### src/hdl/rcc_pkg.sv
// constants, carriers and field layout for the reset and clock control block
//
// Behaviour
// - power-on or brownout gives full reset incl debug
// - device held in reset while pin low
// - cause register: one sticky flag per source
// - lockup only sets its flag, no reset
// - any write to clear location clears causes
// - reach bit: pin/watchdog resets spare debug logic
// - watchdog off at reset, overflow resets, flags
// - locked watchdog accepts only counter clear
// - watchdog pauses while debugger attached
// - test pin high with reset pin low at power-up enters sticky test mode
// - system clock divisible by one through eight
// - 3-bit divider field n divides by n+1
// - control bit0 source select, bit4 rtc enable
// - write-one bits 3 and 2 start calibration
// - status reports calibration done and failure
// - status bits 0/1 show crystal stable
// - status bit 31 shows test pin level
// - interrupt enables bit1 fast, bit0 slow
// - any write to clock clear clears calibration status, interrupts
// - peripheral gates reset to 1, writes to gated watchdog dropped
// - peripheral clock follows divided system clock
// - control bit1 locks debug port until reset
// - boost on during crystal startup, off after
package rcc_pkg;
    // register byte addresses
    localparam logic [31:0] ADDR_RESET_CAUSE = 32'h4001_8000;
    localparam logic [31:0] ADDR_RESET_CAUSE_CLEAR = 32'h4001_8004;
    localparam logic [31:0] ADDR_HARDWARE_REVISION = 32'h4001_8008;
    localparam logic [31:0] ADDR_RESET_REACH = 32'h4001_800C;
    localparam logic [31:0] ADDR_WDOG_CONTROL = 32'h4001_8010;
    localparam logic [31:0] ADDR_WDOG_CLEAR = 32'h4001_8014;
    localparam logic [31:0] ADDR_CLOCK_CONTROL = 32'h4001_B000;
    localparam logic [31:0] ADDR_CLOCK_STATUS = 32'h4001_B004;
    localparam logic [31:0] ADDR_CLOCK_IRQ_ENABLE = 32'h4001_B008;
    localparam logic [31:0] ADDR_CLOCK_IRQ_CLEAR = 32'h4001_B00C;
    localparam logic [31:0] ADDR_PERIPH_GATE = 32'h4001_B010;
    localparam logic [31:0] ADDR_PRESCALER = 32'h4001_B014;
    // reset cause bit positions
    localparam int CAUSE_POR = 4;
    localparam int CAUSE_SOFT = 3;
    localparam int CAUSE_PIN = 2;
    localparam int CAUSE_WDOG = 1;
    localparam int CAUSE_LOCKUP = 0;
    localparam logic [4:0] CAUSE_RESET = 5'h10; // power-on flag set
    // clock control bit positions
    localparam int CTL_HS_SELECT = 0;
    localparam int CTL_DAP_LOCK = 1;
    localparam int CTL_CAL_SLOW = 2;
    localparam int CTL_CAL_FAST = 3;
    localparam int CTL_RTC_ENABLE = 4;
    // clock status bit positions
    localparam int STS_XTAL_FAST = 0;
    localparam int STS_XTAL_SLOW = 1;
    localparam int STS_SLOW_FAIL = 2;
    localparam int STS_SLOW_DONE = 3;
    localparam int STS_FAST_FAIL = 4;
    localparam int STS_FAST_DONE = 5;
    localparam int STS_TEST_PIN = 31;
    // interrupt enable and watchdog control bit positions
    localparam int IRQ_SLOW = 0;
    localparam int IRQ_FAST = 1;
    localparam int WDOG_ENABLE = 0;
    localparam int WDOG_LOCK = 1;
    localparam int GATE_WDOG = 10;
    // reset values
    localparam logic [31:0] PERIPH_GATE_RESET = 32'hFFFF_FFFF;
    localparam logic [2:0] PRESCALER_RESET = 3'h3;
    // timing
    localparam int CLK_HZ = 125_000_000;
    localparam int SLOW_HZ = 32_768;
    localparam int SLOW_TICK_CYCLES = CLK_HZ / SLOW_HZ;
    localparam int RESET_PULSE_NS = 128;
    localparam int CLK_PERIOD_NS = 8;
    localparam int RESET_PULSE_CYCLES =
        (RESET_PULSE_NS + CLK_PERIOD_NS - 1) / CLK_PERIOD_NS;
    // pins that arrive from outside the clock domain
    typedef struct packed {
        logic brownoutReset;
        logic externalResetPinN;
        logic factoryTestPin;
        logic xtalFastStable;
        logic xtalSlowStable;
    } rcc_pins_s;
endpackage

### src/hdl/rcc_top.sv
// reset source handling, watchdog and clock management with apb registers
//
// Implementation choice: the APB interface to the registers.
`timescale 1ns/10ps
module rcc_top
    import rcc_pkg::*;
#(
    parameter int WDOG_WIDTH = 18,
    parameter logic [31:0] HW_REVISION = 32'h0000_0A01 // arbitrary value
) (
    input wire logic clk_sys,
    input wire logic srst,
    input wire logic psel,
    input wire logic penable,
    input wire logic pwrite,
    input wire logic [31:0] paddr,
    input wire logic [31:0] pwdata,
    output logic [31:0] prdata,
    output logic pready,
    output logic pslverr,
    input wire rcc_pins_s pinsIn,
    input wire logic softwareResetRequest,
    input wire logic lockupIn,
    input wire logic debuggerAttached,
    input wire logic calFastDone,
    input wire logic calFastFail,
    input wire logic calSlowDone,
    input wire logic calSlowFail,
    input wire logic xtalSlowRequest,
    output logic systemReset,
    output logic debugReset,
    output logic factoryTestMode,
    output logic first_digital_pin,
    output logic hsSourceSelect,
    output logic rtcEnable,
    output logic calFastStart,
    output logic calSlowStart,
    output logic clockIrq,
    output logic debugPortClockGate,
    output logic system_clock_divided,
    output logic [31:0] periphClockEnable,
    output logic boostFast,
    output logic boostSlow
);
    localparam logic [7:0] PULSE_LEN = 8'(RESET_PULSE_CYCLES);
    localparam logic [11:0] TICK_LAST = 12'(SLOW_TICK_CYCLES - 1);

    rcc_pins_s sync1, sync2, sync3, pins;
    logic [4:0] resetCause;
    logic reachSpareDebug;
    logic [1:0] wdogCtl;
    logic [WDOG_WIDTH-1:0] watchdog_counter;
    logic [11:0] tickCount;
    logic slowTick;
    logic [7:0] sysPulse, dbgPulse;
    logic startupSeen, porInternal;
    logic [4:0] clkCtl;
    logic [3:0] calStatus;
    logic [1:0] irqEnable, irqPending;
    logic [31:0] periphGate;
    logic [2:0] prescaler, divCount;
    logic wrAccess, setupPhase, wdogOverflow, brownoutEdge, brownoutLast;
    logic [31:0] next_rdata;
    logic next_err;

    // decode helper used by every write strobe
    function automatic logic wrHit(input logic [31:0] target);
        return wrAccess && (paddr == target);
    endfunction

    assign setupPhase = psel && !penable;
    assign wrAccess = psel && penable && pready && pwrite;

    // three-stage pin synchroniser, accepted once stages two and three agree
    always_ff @(posedge clk_sys) begin
        sync1 <= pinsIn;
        sync2 <= sync1;
        sync3 <= sync2;
    end
    always_ff @(posedge clk_sys) begin
        if (srst) begin
            pins <= '{externalResetPinN: 1'b1, default: 1'b0};
        end else begin
            for (int i = 0; i < 5; i++) begin
                if (sync2[i] == sync3[i]) begin
                    pins[i] <= sync3[i];
                end
            end
        end
    end

    // brownout edge: a new brownout starts one full reset
    always_ff @(posedge clk_sys) begin
        if (srst) begin
            brownoutLast <= 1'b0;
        end else begin
            brownoutLast <= pins.brownoutReset;
        end
    end
    assign brownoutEdge = pins.brownoutReset && !brownoutLast;

    // reset cause flags; a clear in the same cycle loses to a new event
    always_ff @(posedge clk_sys) begin
        if (srst) begin
            resetCause <= CAUSE_RESET;
        end else begin
            if (wrHit(ADDR_RESET_CAUSE_CLEAR)) begin
                resetCause <= '0;
            end
            if (brownoutEdge) begin
                resetCause[CAUSE_POR] <= 1'b1;
            end
            if (softwareResetRequest) begin
                resetCause[CAUSE_SOFT] <= 1'b1;
            end
            if (!pins.externalResetPinN) begin
                resetCause[CAUSE_PIN] <= 1'b1;
            end
            if (wdogOverflow) begin
                resetCause[CAUSE_WDOG] <= 1'b1;
            end
            if (lockupIn) begin
                resetCause[CAUSE_LOCKUP] <= 1'b1;
            end
        end
    end

    // reset reach control
    always_ff @(posedge clk_sys) begin
        if (srst) begin
            reachSpareDebug <= 1'b0;
        end else if (wrHit(ADDR_RESET_REACH)) begin
            reachSpareDebug <= pwdata[0];
        end
    end

    // reset pulse stretchers; lockup is deliberately absent here
    always_ff @(posedge clk_sys) begin
        if (srst) begin
            sysPulse <= PULSE_LEN;
            dbgPulse <= PULSE_LEN;
        end else begin
            if (brownoutEdge || softwareResetRequest || wdogOverflow) begin
                sysPulse <= PULSE_LEN;
            end else if (sysPulse != 8'h00) begin
                sysPulse <= sysPulse - 8'h01;
            end
            if (brownoutEdge || (wdogOverflow && !reachSpareDebug)) begin
                dbgPulse <= PULSE_LEN;
            end else if (dbgPulse != 8'h00) begin
                dbgPulse <= dbgPulse - 8'h01;
            end
        end
    end

    // reset outputs; pin reset holds for as long as the pin is low
    always_ff @(posedge clk_sys) begin
        if (srst) begin
            systemReset <= 1'b1;
            debugReset <= 1'b1;
        end else begin
            systemReset <= (sysPulse != 8'h00) || !pins.externalResetPinN
                || brownoutEdge || softwareResetRequest
                || wdogOverflow;
            debugReset <= (dbgPulse != 8'h00) || brownoutEdge
                || (!reachSpareDebug && (!pins.externalResetPinN
                || wdogOverflow));
        end
    end

    // factory test mode caught once after power-up; only srst leaves it
    always_ff @(posedge clk_sys) begin
        if (srst) begin
            startupSeen <= 1'b0;
            factoryTestMode <= 1'b0;
            porInternal <= 1'b1;
        end else begin
            porInternal <= dbgPulse != 8'h00;
            if (!startupSeen && sysPulse == 8'h01) begin
                startupSeen <= 1'b1;
                factoryTestMode <= pins.factoryTestPin
                    && !pins.externalResetPinN;
            end
        end
    end
    always_ff @(posedge clk_sys) begin
        if (srst) begin
            first_digital_pin <= 1'b0;
        end else begin
            first_digital_pin <= factoryTestMode && porInternal;
        end
    end

    // slow-domain tick from a divider of the system clock
    always_ff @(posedge clk_sys) begin
        if (srst) begin
            tickCount <= '0;
            slowTick <= 1'b0;
        end else begin
            slowTick <= tickCount == TICK_LAST;
            tickCount <= (tickCount == TICK_LAST) ? 12'h000
                : tickCount + 12'h001;
        end
    end

    // watchdog control; writes dropped while its register clock is gated
    always_ff @(posedge clk_sys) begin
        if (srst) begin
            wdogCtl <= '0;
        end else if (wrHit(ADDR_WDOG_CONTROL) && !periphGate[GATE_WDOG]
                && !wdogCtl[WDOG_LOCK]) begin
            wdogCtl <= pwdata[1:0];
        end
    end

    // watchdog counter, paused under the debugger
    always_ff @(posedge clk_sys) begin
        if (srst) begin
            watchdog_counter <= '0;
            wdogOverflow <= 1'b0;
        end else begin
            wdogOverflow <= 1'b0;
            if (wrHit(ADDR_WDOG_CLEAR) && !periphGate[GATE_WDOG]) begin
                watchdog_counter <= '0;
            end else if (wdogCtl[WDOG_ENABLE] && slowTick
                    && !debuggerAttached) begin
                watchdog_counter <= watchdog_counter + 1'b1;
                wdogOverflow <= &watchdog_counter;
            end
        end
    end

    // clock control; debug lock is set-only, calibration bits are pulses
    always_ff @(posedge clk_sys) begin
        if (srst) begin
            clkCtl <= '0;
            calFastStart <= 1'b0;
            calSlowStart <= 1'b0;
        end else begin
            calFastStart <= 1'b0;
            calSlowStart <= 1'b0;
            if (wrHit(ADDR_CLOCK_CONTROL)) begin
                clkCtl[CTL_HS_SELECT] <= pwdata[CTL_HS_SELECT];
                clkCtl[CTL_RTC_ENABLE] <= pwdata[CTL_RTC_ENABLE];
                if (pwdata[CTL_DAP_LOCK]) begin
                    clkCtl[CTL_DAP_LOCK] <= 1'b1;
                end
                calFastStart <= pwdata[CTL_CAL_FAST];
                calSlowStart <= pwdata[CTL_CAL_SLOW];
            end
        end
    end
    always_ff @(posedge clk_sys) begin
        if (srst) begin
            hsSourceSelect <= 1'b0;
            rtcEnable <= 1'b0;
            debugPortClockGate <= 1'b0;
            boostFast <= 1'b0;
            boostSlow <= 1'b0;
        end else begin
            hsSourceSelect <= clkCtl[CTL_HS_SELECT];
            rtcEnable <= clkCtl[CTL_RTC_ENABLE];
            debugPortClockGate <= clkCtl[CTL_DAP_LOCK];
            boostFast <= clkCtl[CTL_HS_SELECT] && !pins.xtalFastStable;
            boostSlow <= xtalSlowRequest && !pins.xtalSlowStable;
        end
    end

    // calibration status, bits {fastDone, fastFail, slowDone, slowFail}
    always_ff @(posedge clk_sys) begin
        if (srst) begin
            calStatus <= '0;
        end else begin
            if (wrHit(ADDR_CLOCK_IRQ_CLEAR)) begin
                calStatus <= '0;
            end
            if (calFastStart) begin
                calStatus[3:2] <= 2'h0;
            end
            if (calSlowStart) begin
                calStatus[1:0] <= 2'h0;
            end
            if (calFastDone) begin
                calStatus[3:2] <= {1'b1, calFastFail};
            end
            if (calSlowDone) begin
                calStatus[1:0] <= {1'b1, calSlowFail};
            end
        end
    end

    // interrupt enables and sticky pending bits
    always_ff @(posedge clk_sys) begin
        if (srst) begin
            irqEnable <= '0;
        end else if (wrHit(ADDR_CLOCK_IRQ_ENABLE)) begin
            irqEnable <= pwdata[1:0];
        end
    end
    always_ff @(posedge clk_sys) begin
        if (srst) begin
            irqPending <= '0;
            clockIrq <= 1'b0;
        end else begin
            if (wrHit(ADDR_CLOCK_IRQ_CLEAR)) begin
                irqPending <= '0;
            end
            if (calFastDone && irqEnable[IRQ_FAST]) begin
                irqPending[IRQ_FAST] <= 1'b1;
            end
            if (calSlowDone && irqEnable[IRQ_SLOW]) begin
                irqPending[IRQ_SLOW] <= 1'b1;
            end
            clockIrq <= |irqPending;
        end
    end

    // peripheral gates and prescaler
    always_ff @(posedge clk_sys) begin
        if (srst) begin
            periphGate <= PERIPH_GATE_RESET;
            prescaler <= PRESCALER_RESET;
        end else begin
            if (wrHit(ADDR_PERIPH_GATE)) begin
                periphGate <= pwdata;
            end
            if (wrHit(ADDR_PRESCALER)) begin
                prescaler <= pwdata[2:0];
            end
        end
    end

    // divide-by-(n+1) enable; peripheral enables follow it
    always_ff @(posedge clk_sys) begin
        if (srst) begin
            divCount <= '0;
            system_clock_divided <= 1'b0;
            periphClockEnable <= '0;
        end else begin
            divCount <= (divCount >= prescaler) ? 3'h0 : divCount + 3'h1;
            system_clock_divided <= divCount >= prescaler;
            periphClockEnable <= {32{divCount >= prescaler}}
                & ~periphGate;
        end
    end

    // apb read mux, latched in the setup phase
    always_comb begin
        next_rdata = '0;
        next_err = 1'b0;
        unique case (paddr)
            ADDR_RESET_CAUSE: next_rdata = {27'h0, resetCause};
            ADDR_HARDWARE_REVISION: next_rdata = HW_REVISION;
            ADDR_RESET_REACH: next_rdata = {31'h0, reachSpareDebug};
            ADDR_WDOG_CONTROL: next_rdata = {30'h0, wdogCtl};
            ADDR_CLOCK_CONTROL: next_rdata = {27'h0, clkCtl[4], 2'h0,
                clkCtl[1:0]};
            ADDR_CLOCK_STATUS: next_rdata = {pins.factoryTestPin, 25'h0,
                calStatus, pins.xtalSlowStable, pins.xtalFastStable};
            ADDR_CLOCK_IRQ_ENABLE: next_rdata = {30'h0, irqEnable};
            ADDR_PERIPH_GATE: next_rdata = periphGate;
            ADDR_PRESCALER: next_rdata = {29'h0, prescaler};
            ADDR_RESET_CAUSE_CLEAR, ADDR_WDOG_CLEAR,
            ADDR_CLOCK_IRQ_CLEAR: next_rdata = '0;
            default: next_err = 1'b1;
        endcase
    end
    always_ff @(posedge clk_sys) begin
        if (srst) begin
            prdata <= '0;
            pready <= 1'b0;
            pslverr <= 1'b0;
        end else begin
            pready <= setupPhase;
            pslverr <= setupPhase && next_err;
            if (setupPhase) begin
                prdata <= pwrite ? 32'h0000_0000 : next_rdata;
            end
        end
    end

    // checks
    a_lockup_no_reset: assert property (@(posedge clk_sys) disable iff (srst)
        lockupIn && !softwareResetRequest && !wdogOverflow && !brownoutEdge
        && sysPulse == 8'h00 && pins.externalResetPinN
        |=> !systemReset && resetCause[CAUSE_LOCKUP])
        else $error("lockup caused a reset");
    a_pin_holds_reset: assert property (@(posedge clk_sys) disable iff (srst)
        !pins.externalResetPinN |=> systemReset)
        else $error("pin low without system reset");
    a_cause_clear_all: assert property (@(posedge clk_sys) disable iff (srst)
        wrHit(ADDR_RESET_CAUSE_CLEAR) && !lockupIn && !brownoutEdge
        && !softwareResetRequest && !wdogOverflow
        && pins.externalResetPinN |=> resetCause == 5'h00)
        else $error("cause clear missed");
    a_reach_spares_debug: assert property (@(posedge clk_sys)
        disable iff (srst) reachSpareDebug && dbgPulse == 8'h00
        && !brownoutEdge |=> !debugReset)
        else $error("debug reset despite reach bit");
    a_wdog_overflow: assert property (@(posedge clk_sys) disable iff (srst)
        wdogOverflow |=> systemReset && resetCause[CAUSE_WDOG])
        else $error("watchdog overflow without reset");
    a_wdog_locked: assert property (@(posedge clk_sys) disable iff (srst)
        wdogCtl[WDOG_LOCK] |=> $stable(wdogCtl))
        else $error("locked watchdog control changed");
    a_wdog_pause: assert property (@(posedge clk_sys) disable iff (srst)
        debuggerAttached && !wrHit(ADDR_WDOG_CLEAR)
        |=> $stable(watchdog_counter))
        else $error("watchdog counted under debugger");
    // a prescaler write inside the window legally reshapes the period
    a_div_period: assert property (@(posedge clk_sys)
        disable iff (srst || wrHit(ADDR_PRESCALER))
        system_clock_divided && $stable(prescaler) && prescaler == 3'h3
        |=> !system_clock_divided [*3] ##1 system_clock_divided)
        else $error("divider period wrong");
    a_dap_lock_stays: assert property (@(posedge clk_sys) disable iff (srst)
        clkCtl[CTL_DAP_LOCK] |=> clkCtl[CTL_DAP_LOCK])
        else $error("debug lock cleared without reset");
    a_irq_sticky: assert property (@(posedge clk_sys) disable iff (srst)
        calFastDone && irqEnable[IRQ_FAST] |-> ##2 clockIrq)
        else $error("calibration interrupt missing");
    a_gate_discard: assert property (@(posedge clk_sys) disable iff (srst)
        periphGate[GATE_WDOG] |=> $stable(wdogCtl))
        else $error("write to gated watchdog took effect");
    c_wdog_reset: cover property (@(posedge clk_sys) wdogOverflow);
    c_cal_irq: cover property (@(posedge clk_sys) clockIrq);
    c_pin_reset: cover property (@(posedge clk_sys)
        !pins.externalResetPinN ##1 pins.externalResetPinN);
endmodule

### config.mk
export PLATFORM = sky130hd
export DESIGN_NAME = rcc_top
export DESIGN_NICKNAME = d
export VERILOG_FILES = /design/src/hdl/rcc_pkg.sv /design/src/hdl/rcc_top.sv
export SDC_FILE = /design/constraint.sdc
export NUM_CORES = 1
export LEC_CHECK = 0
export ABC_AREA = 1
export ABC_CLOCK_PERIOD_IN_PS = 2250
export BUFFER_PORTS_ARGS = -buffer_cell sky130_fd_sc_hd__buf_2
export CAP_MARGIN = 5
export CORE_AREA = 4 4 158 160
export CTS_CLUSTER_DIAMETER = 200
export DETAILED_ROUTE_END_ITERATION = 7
export DIE_AREA = 0 0 162 164
export PLACE_DENSITY_LB_ADDON = 0.05
export SLEW_MARGIN = 20
export SYNTH_ARGS = -nofsm -noshare
export SYNTH_HDL_FRONTEND = slang
export SYNTH_SLANG_ARGS = --single-unit
### constraint.sdc
create_clock -name clk_sys -period 2.25 [get_ports clk_sys]
set_clock_uncertainty 0.05 [all_clocks]
set_input_delay 0 -clock clk_sys [delete_from_list [all_inputs] [get_ports clk_sys]]
set_output_delay 0 -clock clk_sys [all_outputs]
set_load 0.05 [all_outputs]
==> metrics.txt <==
adder-cell share of the synthesized area=1.532%; mux cell area share after synthesis=0%; Worst-Margin Slew=693.0 ps; max-slew headroom at the worst pin=53.73%; gpl congestion=0.8060; Setup WS pre-CTS=375.9 ps; setup TNS=0 ps; Primary FF master, synth=dfxtp_1; FF+latch count, synth=207; Reg2Reg Depth=7; vias in the first global route=7240; Final Hold Viols=0; synth top area cells=dfxtp_1, nand2_1, nor2_1, inv_1, a21oi_1; Synth Area in Simple Gates=29.98%; Post-DP HPWL=16450 um; crit path kind=reg2reg; Synth cell types=41; GR Util All Layers=17.12%; global-route wire length before repair=37100 um; placed cells=1507; Syn-to-layout area delta=28.65%; initial antenna violation count=1; CTS Buf Count=23; TritonRoute pass-1 iters=4; post_cts resized=0; final worst slack=308.7 ps; number of port buffers=160; # DRC=0; # setup viols final=0; WHS Path Cells=2; Fin Hold WS=79.89 ps; XOR/XNOR share of the synthesized area=2.252%; Post-Route WL=23100 um; H-tree depth=1; Root Buffer=clkbuf_16; Worst setup EP type=register; combinational family with the most area after synthesis=simple AND/OR/NAND/NOR gates; post-route minimum period=1941 ps; Seq/Total Area, Yosys=50.74%; top-area cell type share of the netlist area=50.74%; Ys Warns=0; Synth Instances=1050; Tot Pwr=0.008214 W; fmax=0.5151 GHz; Initial Util=34.90%; Power per Cell Area=781.9 mW/mm2; vias per cell=4.543; min-delay worst type=in2reg; TritonCTS clock tree=yes; Synth Area per Inst=7.778 um2; Synth area leader=dfxtp_1; Worst Path Arrival=2270 ps; Cell Rows=56; fraction of layout cells with a size suffix above 1=19.78%; NumNets Final=1356; Synth Cell Area=0.008167 mm2; total congestion overflow=0; Ports=161; syn nets=1142; max-cap viol count=0; Synth Area in Compound Gates=7.906%; worst skew pair latency=500 ps; status=finished, final reports clean; vias=7265; die area=0.02657 mm2; Post-synth EDFFs=0; Slew Viols, Final=0; Tcrit/Tclk final=86.28%; Final Non-Filler Cells=1599; die width=162 um; die height=164 um; Setup crit start kind=register; Clk pin slew, worst setup/hold paths=60 ps; drt initial violations=397; Worst EP required=2580 ps; Antenna Nets Post-Route=0; Core Area=0.02340 mm2; Async S/R FF share, synth=0%; Max IR drop VDD=0.3995 mV; LEAKAGE=4.699 nW; clk buf depth=3; WL/cell=14.45 um; pin count of the biggest net entering global routing=56; RSZ-0062 raised after global routing=false; crit path max fanout=8; clk sinks=207
==> layout by cell type (no fill, tap or decap), types with 2 or more instances in the layout <==
cell and instances:
buf_4 14, clkinv_2 3, nor2_4 8, inv_1 107, nand4_1 44, nor3b_1 4, o211ai_1 6, nor2_2 13
o21ai_1 5, nand2_2 3, dfxtp_1 207, nand2_1 216, nor3_1 11, buf_2 160, xor2_1 15, or2_2 5
o211ai_2 4, inv_2 8, ha_1 10, nand3_1 71, nor2_1 158, nor4_1 3, a211oi_1 2, clkbuf_8 3
nand2_4 3, clkbuf_16 23, o21ai_0 21, xnor2_1 6, o31ai_1 2, clkbuf_1 9, dlygate4sd3_1 51, a21oi_1 72
==> path summary, 6_finish.rpt <==
kind	slack (ps)	endpoint	start
worst max-delay path	310	calStatus[2]$_SDFFE_PP0P_	pready$_SDFF_PP0_
worst min-delay path	80	sync1[2]$_DFF_P_	pinsIn[2]
worst max register to register	310	calStatus[2]$_SDFFE_PP0P_	pready$_SDFF_PP0_
worst min register to register	280	sync2[1]$_DFF_P_	sync1[1]$_DFF_P_
==> layout make-up <==
cell class,instances,area [um2]
tap,319,399.1
clock inverter,5,52.55
antenna,1,2.502
sequential,207,4144
inverter,116,435.4
fill,2484,12900
clock buffer,35,650.6
multi-input combinational,691,3406
timing repair buffer,225,1416
==> cell usage after synthesis (7+ instances only) <==
library cell,count
nor2_1,159
inv_1,107
nand4_1,44
a21oi_1,72
nor2_2,12
nor3_1,11
ha_1,10
nand3_1,71
dfxtp_1,207
o21ai_0,21
clkbuf_1,21
xor2_1,15
nor2_4,8
nand2_1,216
inv_2,7
==> state kept, by name, summed over array words and instances (netlist names), 4 cells and up <==
| name | cells |
|---|---|
| calStatus | 4 |
| dbgPulse | 8 |
| periphClockEnable | 32 |
| periphGate | 32 |
| pins | 5 |
| prdata | 32 |
| resetCause | 5 |
| sync1 | 5 |
| sync2 | 5 |
| sync3 | 5 |
| sysPulse | 8 |
| tickCount | 12 |
| watchdog_counter | 18 |
==> power breakdown <==
| part | switching (W) | internal [W] |
|---|---|---|
| Clock | 0.00143 | 0.00210 |
| Sequential | 0.0000826 | 0.00380 |
| Combinational | 0.000483 | 0.000320 |
| Total | 0.00200 | 0.00621 |
==> layer usage <==
metal / global-route usage (%) / up-vias / part of all wire, %
li1: - / 3798 / -
met1: 23.27 / 3301 / 48
met2: 28.25 / 133 / 46
met3: 3.438 / 33 / 4.6
met4: 3.960 / 0 / 1.9
met5: 0 / - / 0
==> cells by family (layout without fill, tap and decap cells) <==
group / Yosys count / count (layout)
XOR/XNOR: 21 / 21
AND/OR/NAND/NOR: 544 / 544
flip-flops: 207 / 207
buffers and inverters: 152 / 381
AO/OA/AOI/OAI: 116 / 116
adder cells (fa/ha/maj): 10 / 10
other: 0 / 1
==> worst max-delay path, stage by stage (launching register included) <==
cell and delay (ps):
dfxtp_1 330, nand4_1 100, buf_4 200, inv_1 80, nand4_1 250, nand4_1 160, a21oi_1 70, dlygate4sd3_1 590
==> through the flow <==
step	util [%]	instance area, um2
floorplan	-	8167
global placement	39.70	9290
detailed placement	39.70	9290
CTS	44.88	10500
global route	44.89	10510
finish	44.89	10510
==> what timing repair did <==
item / in CTS / in global routing
buffers inserted: 0 / 0
endpoints found under the hold margin: 80 / 0
hold buffers: 51 / 0
No activity file was read; power rests on OpenSTA's default activity.
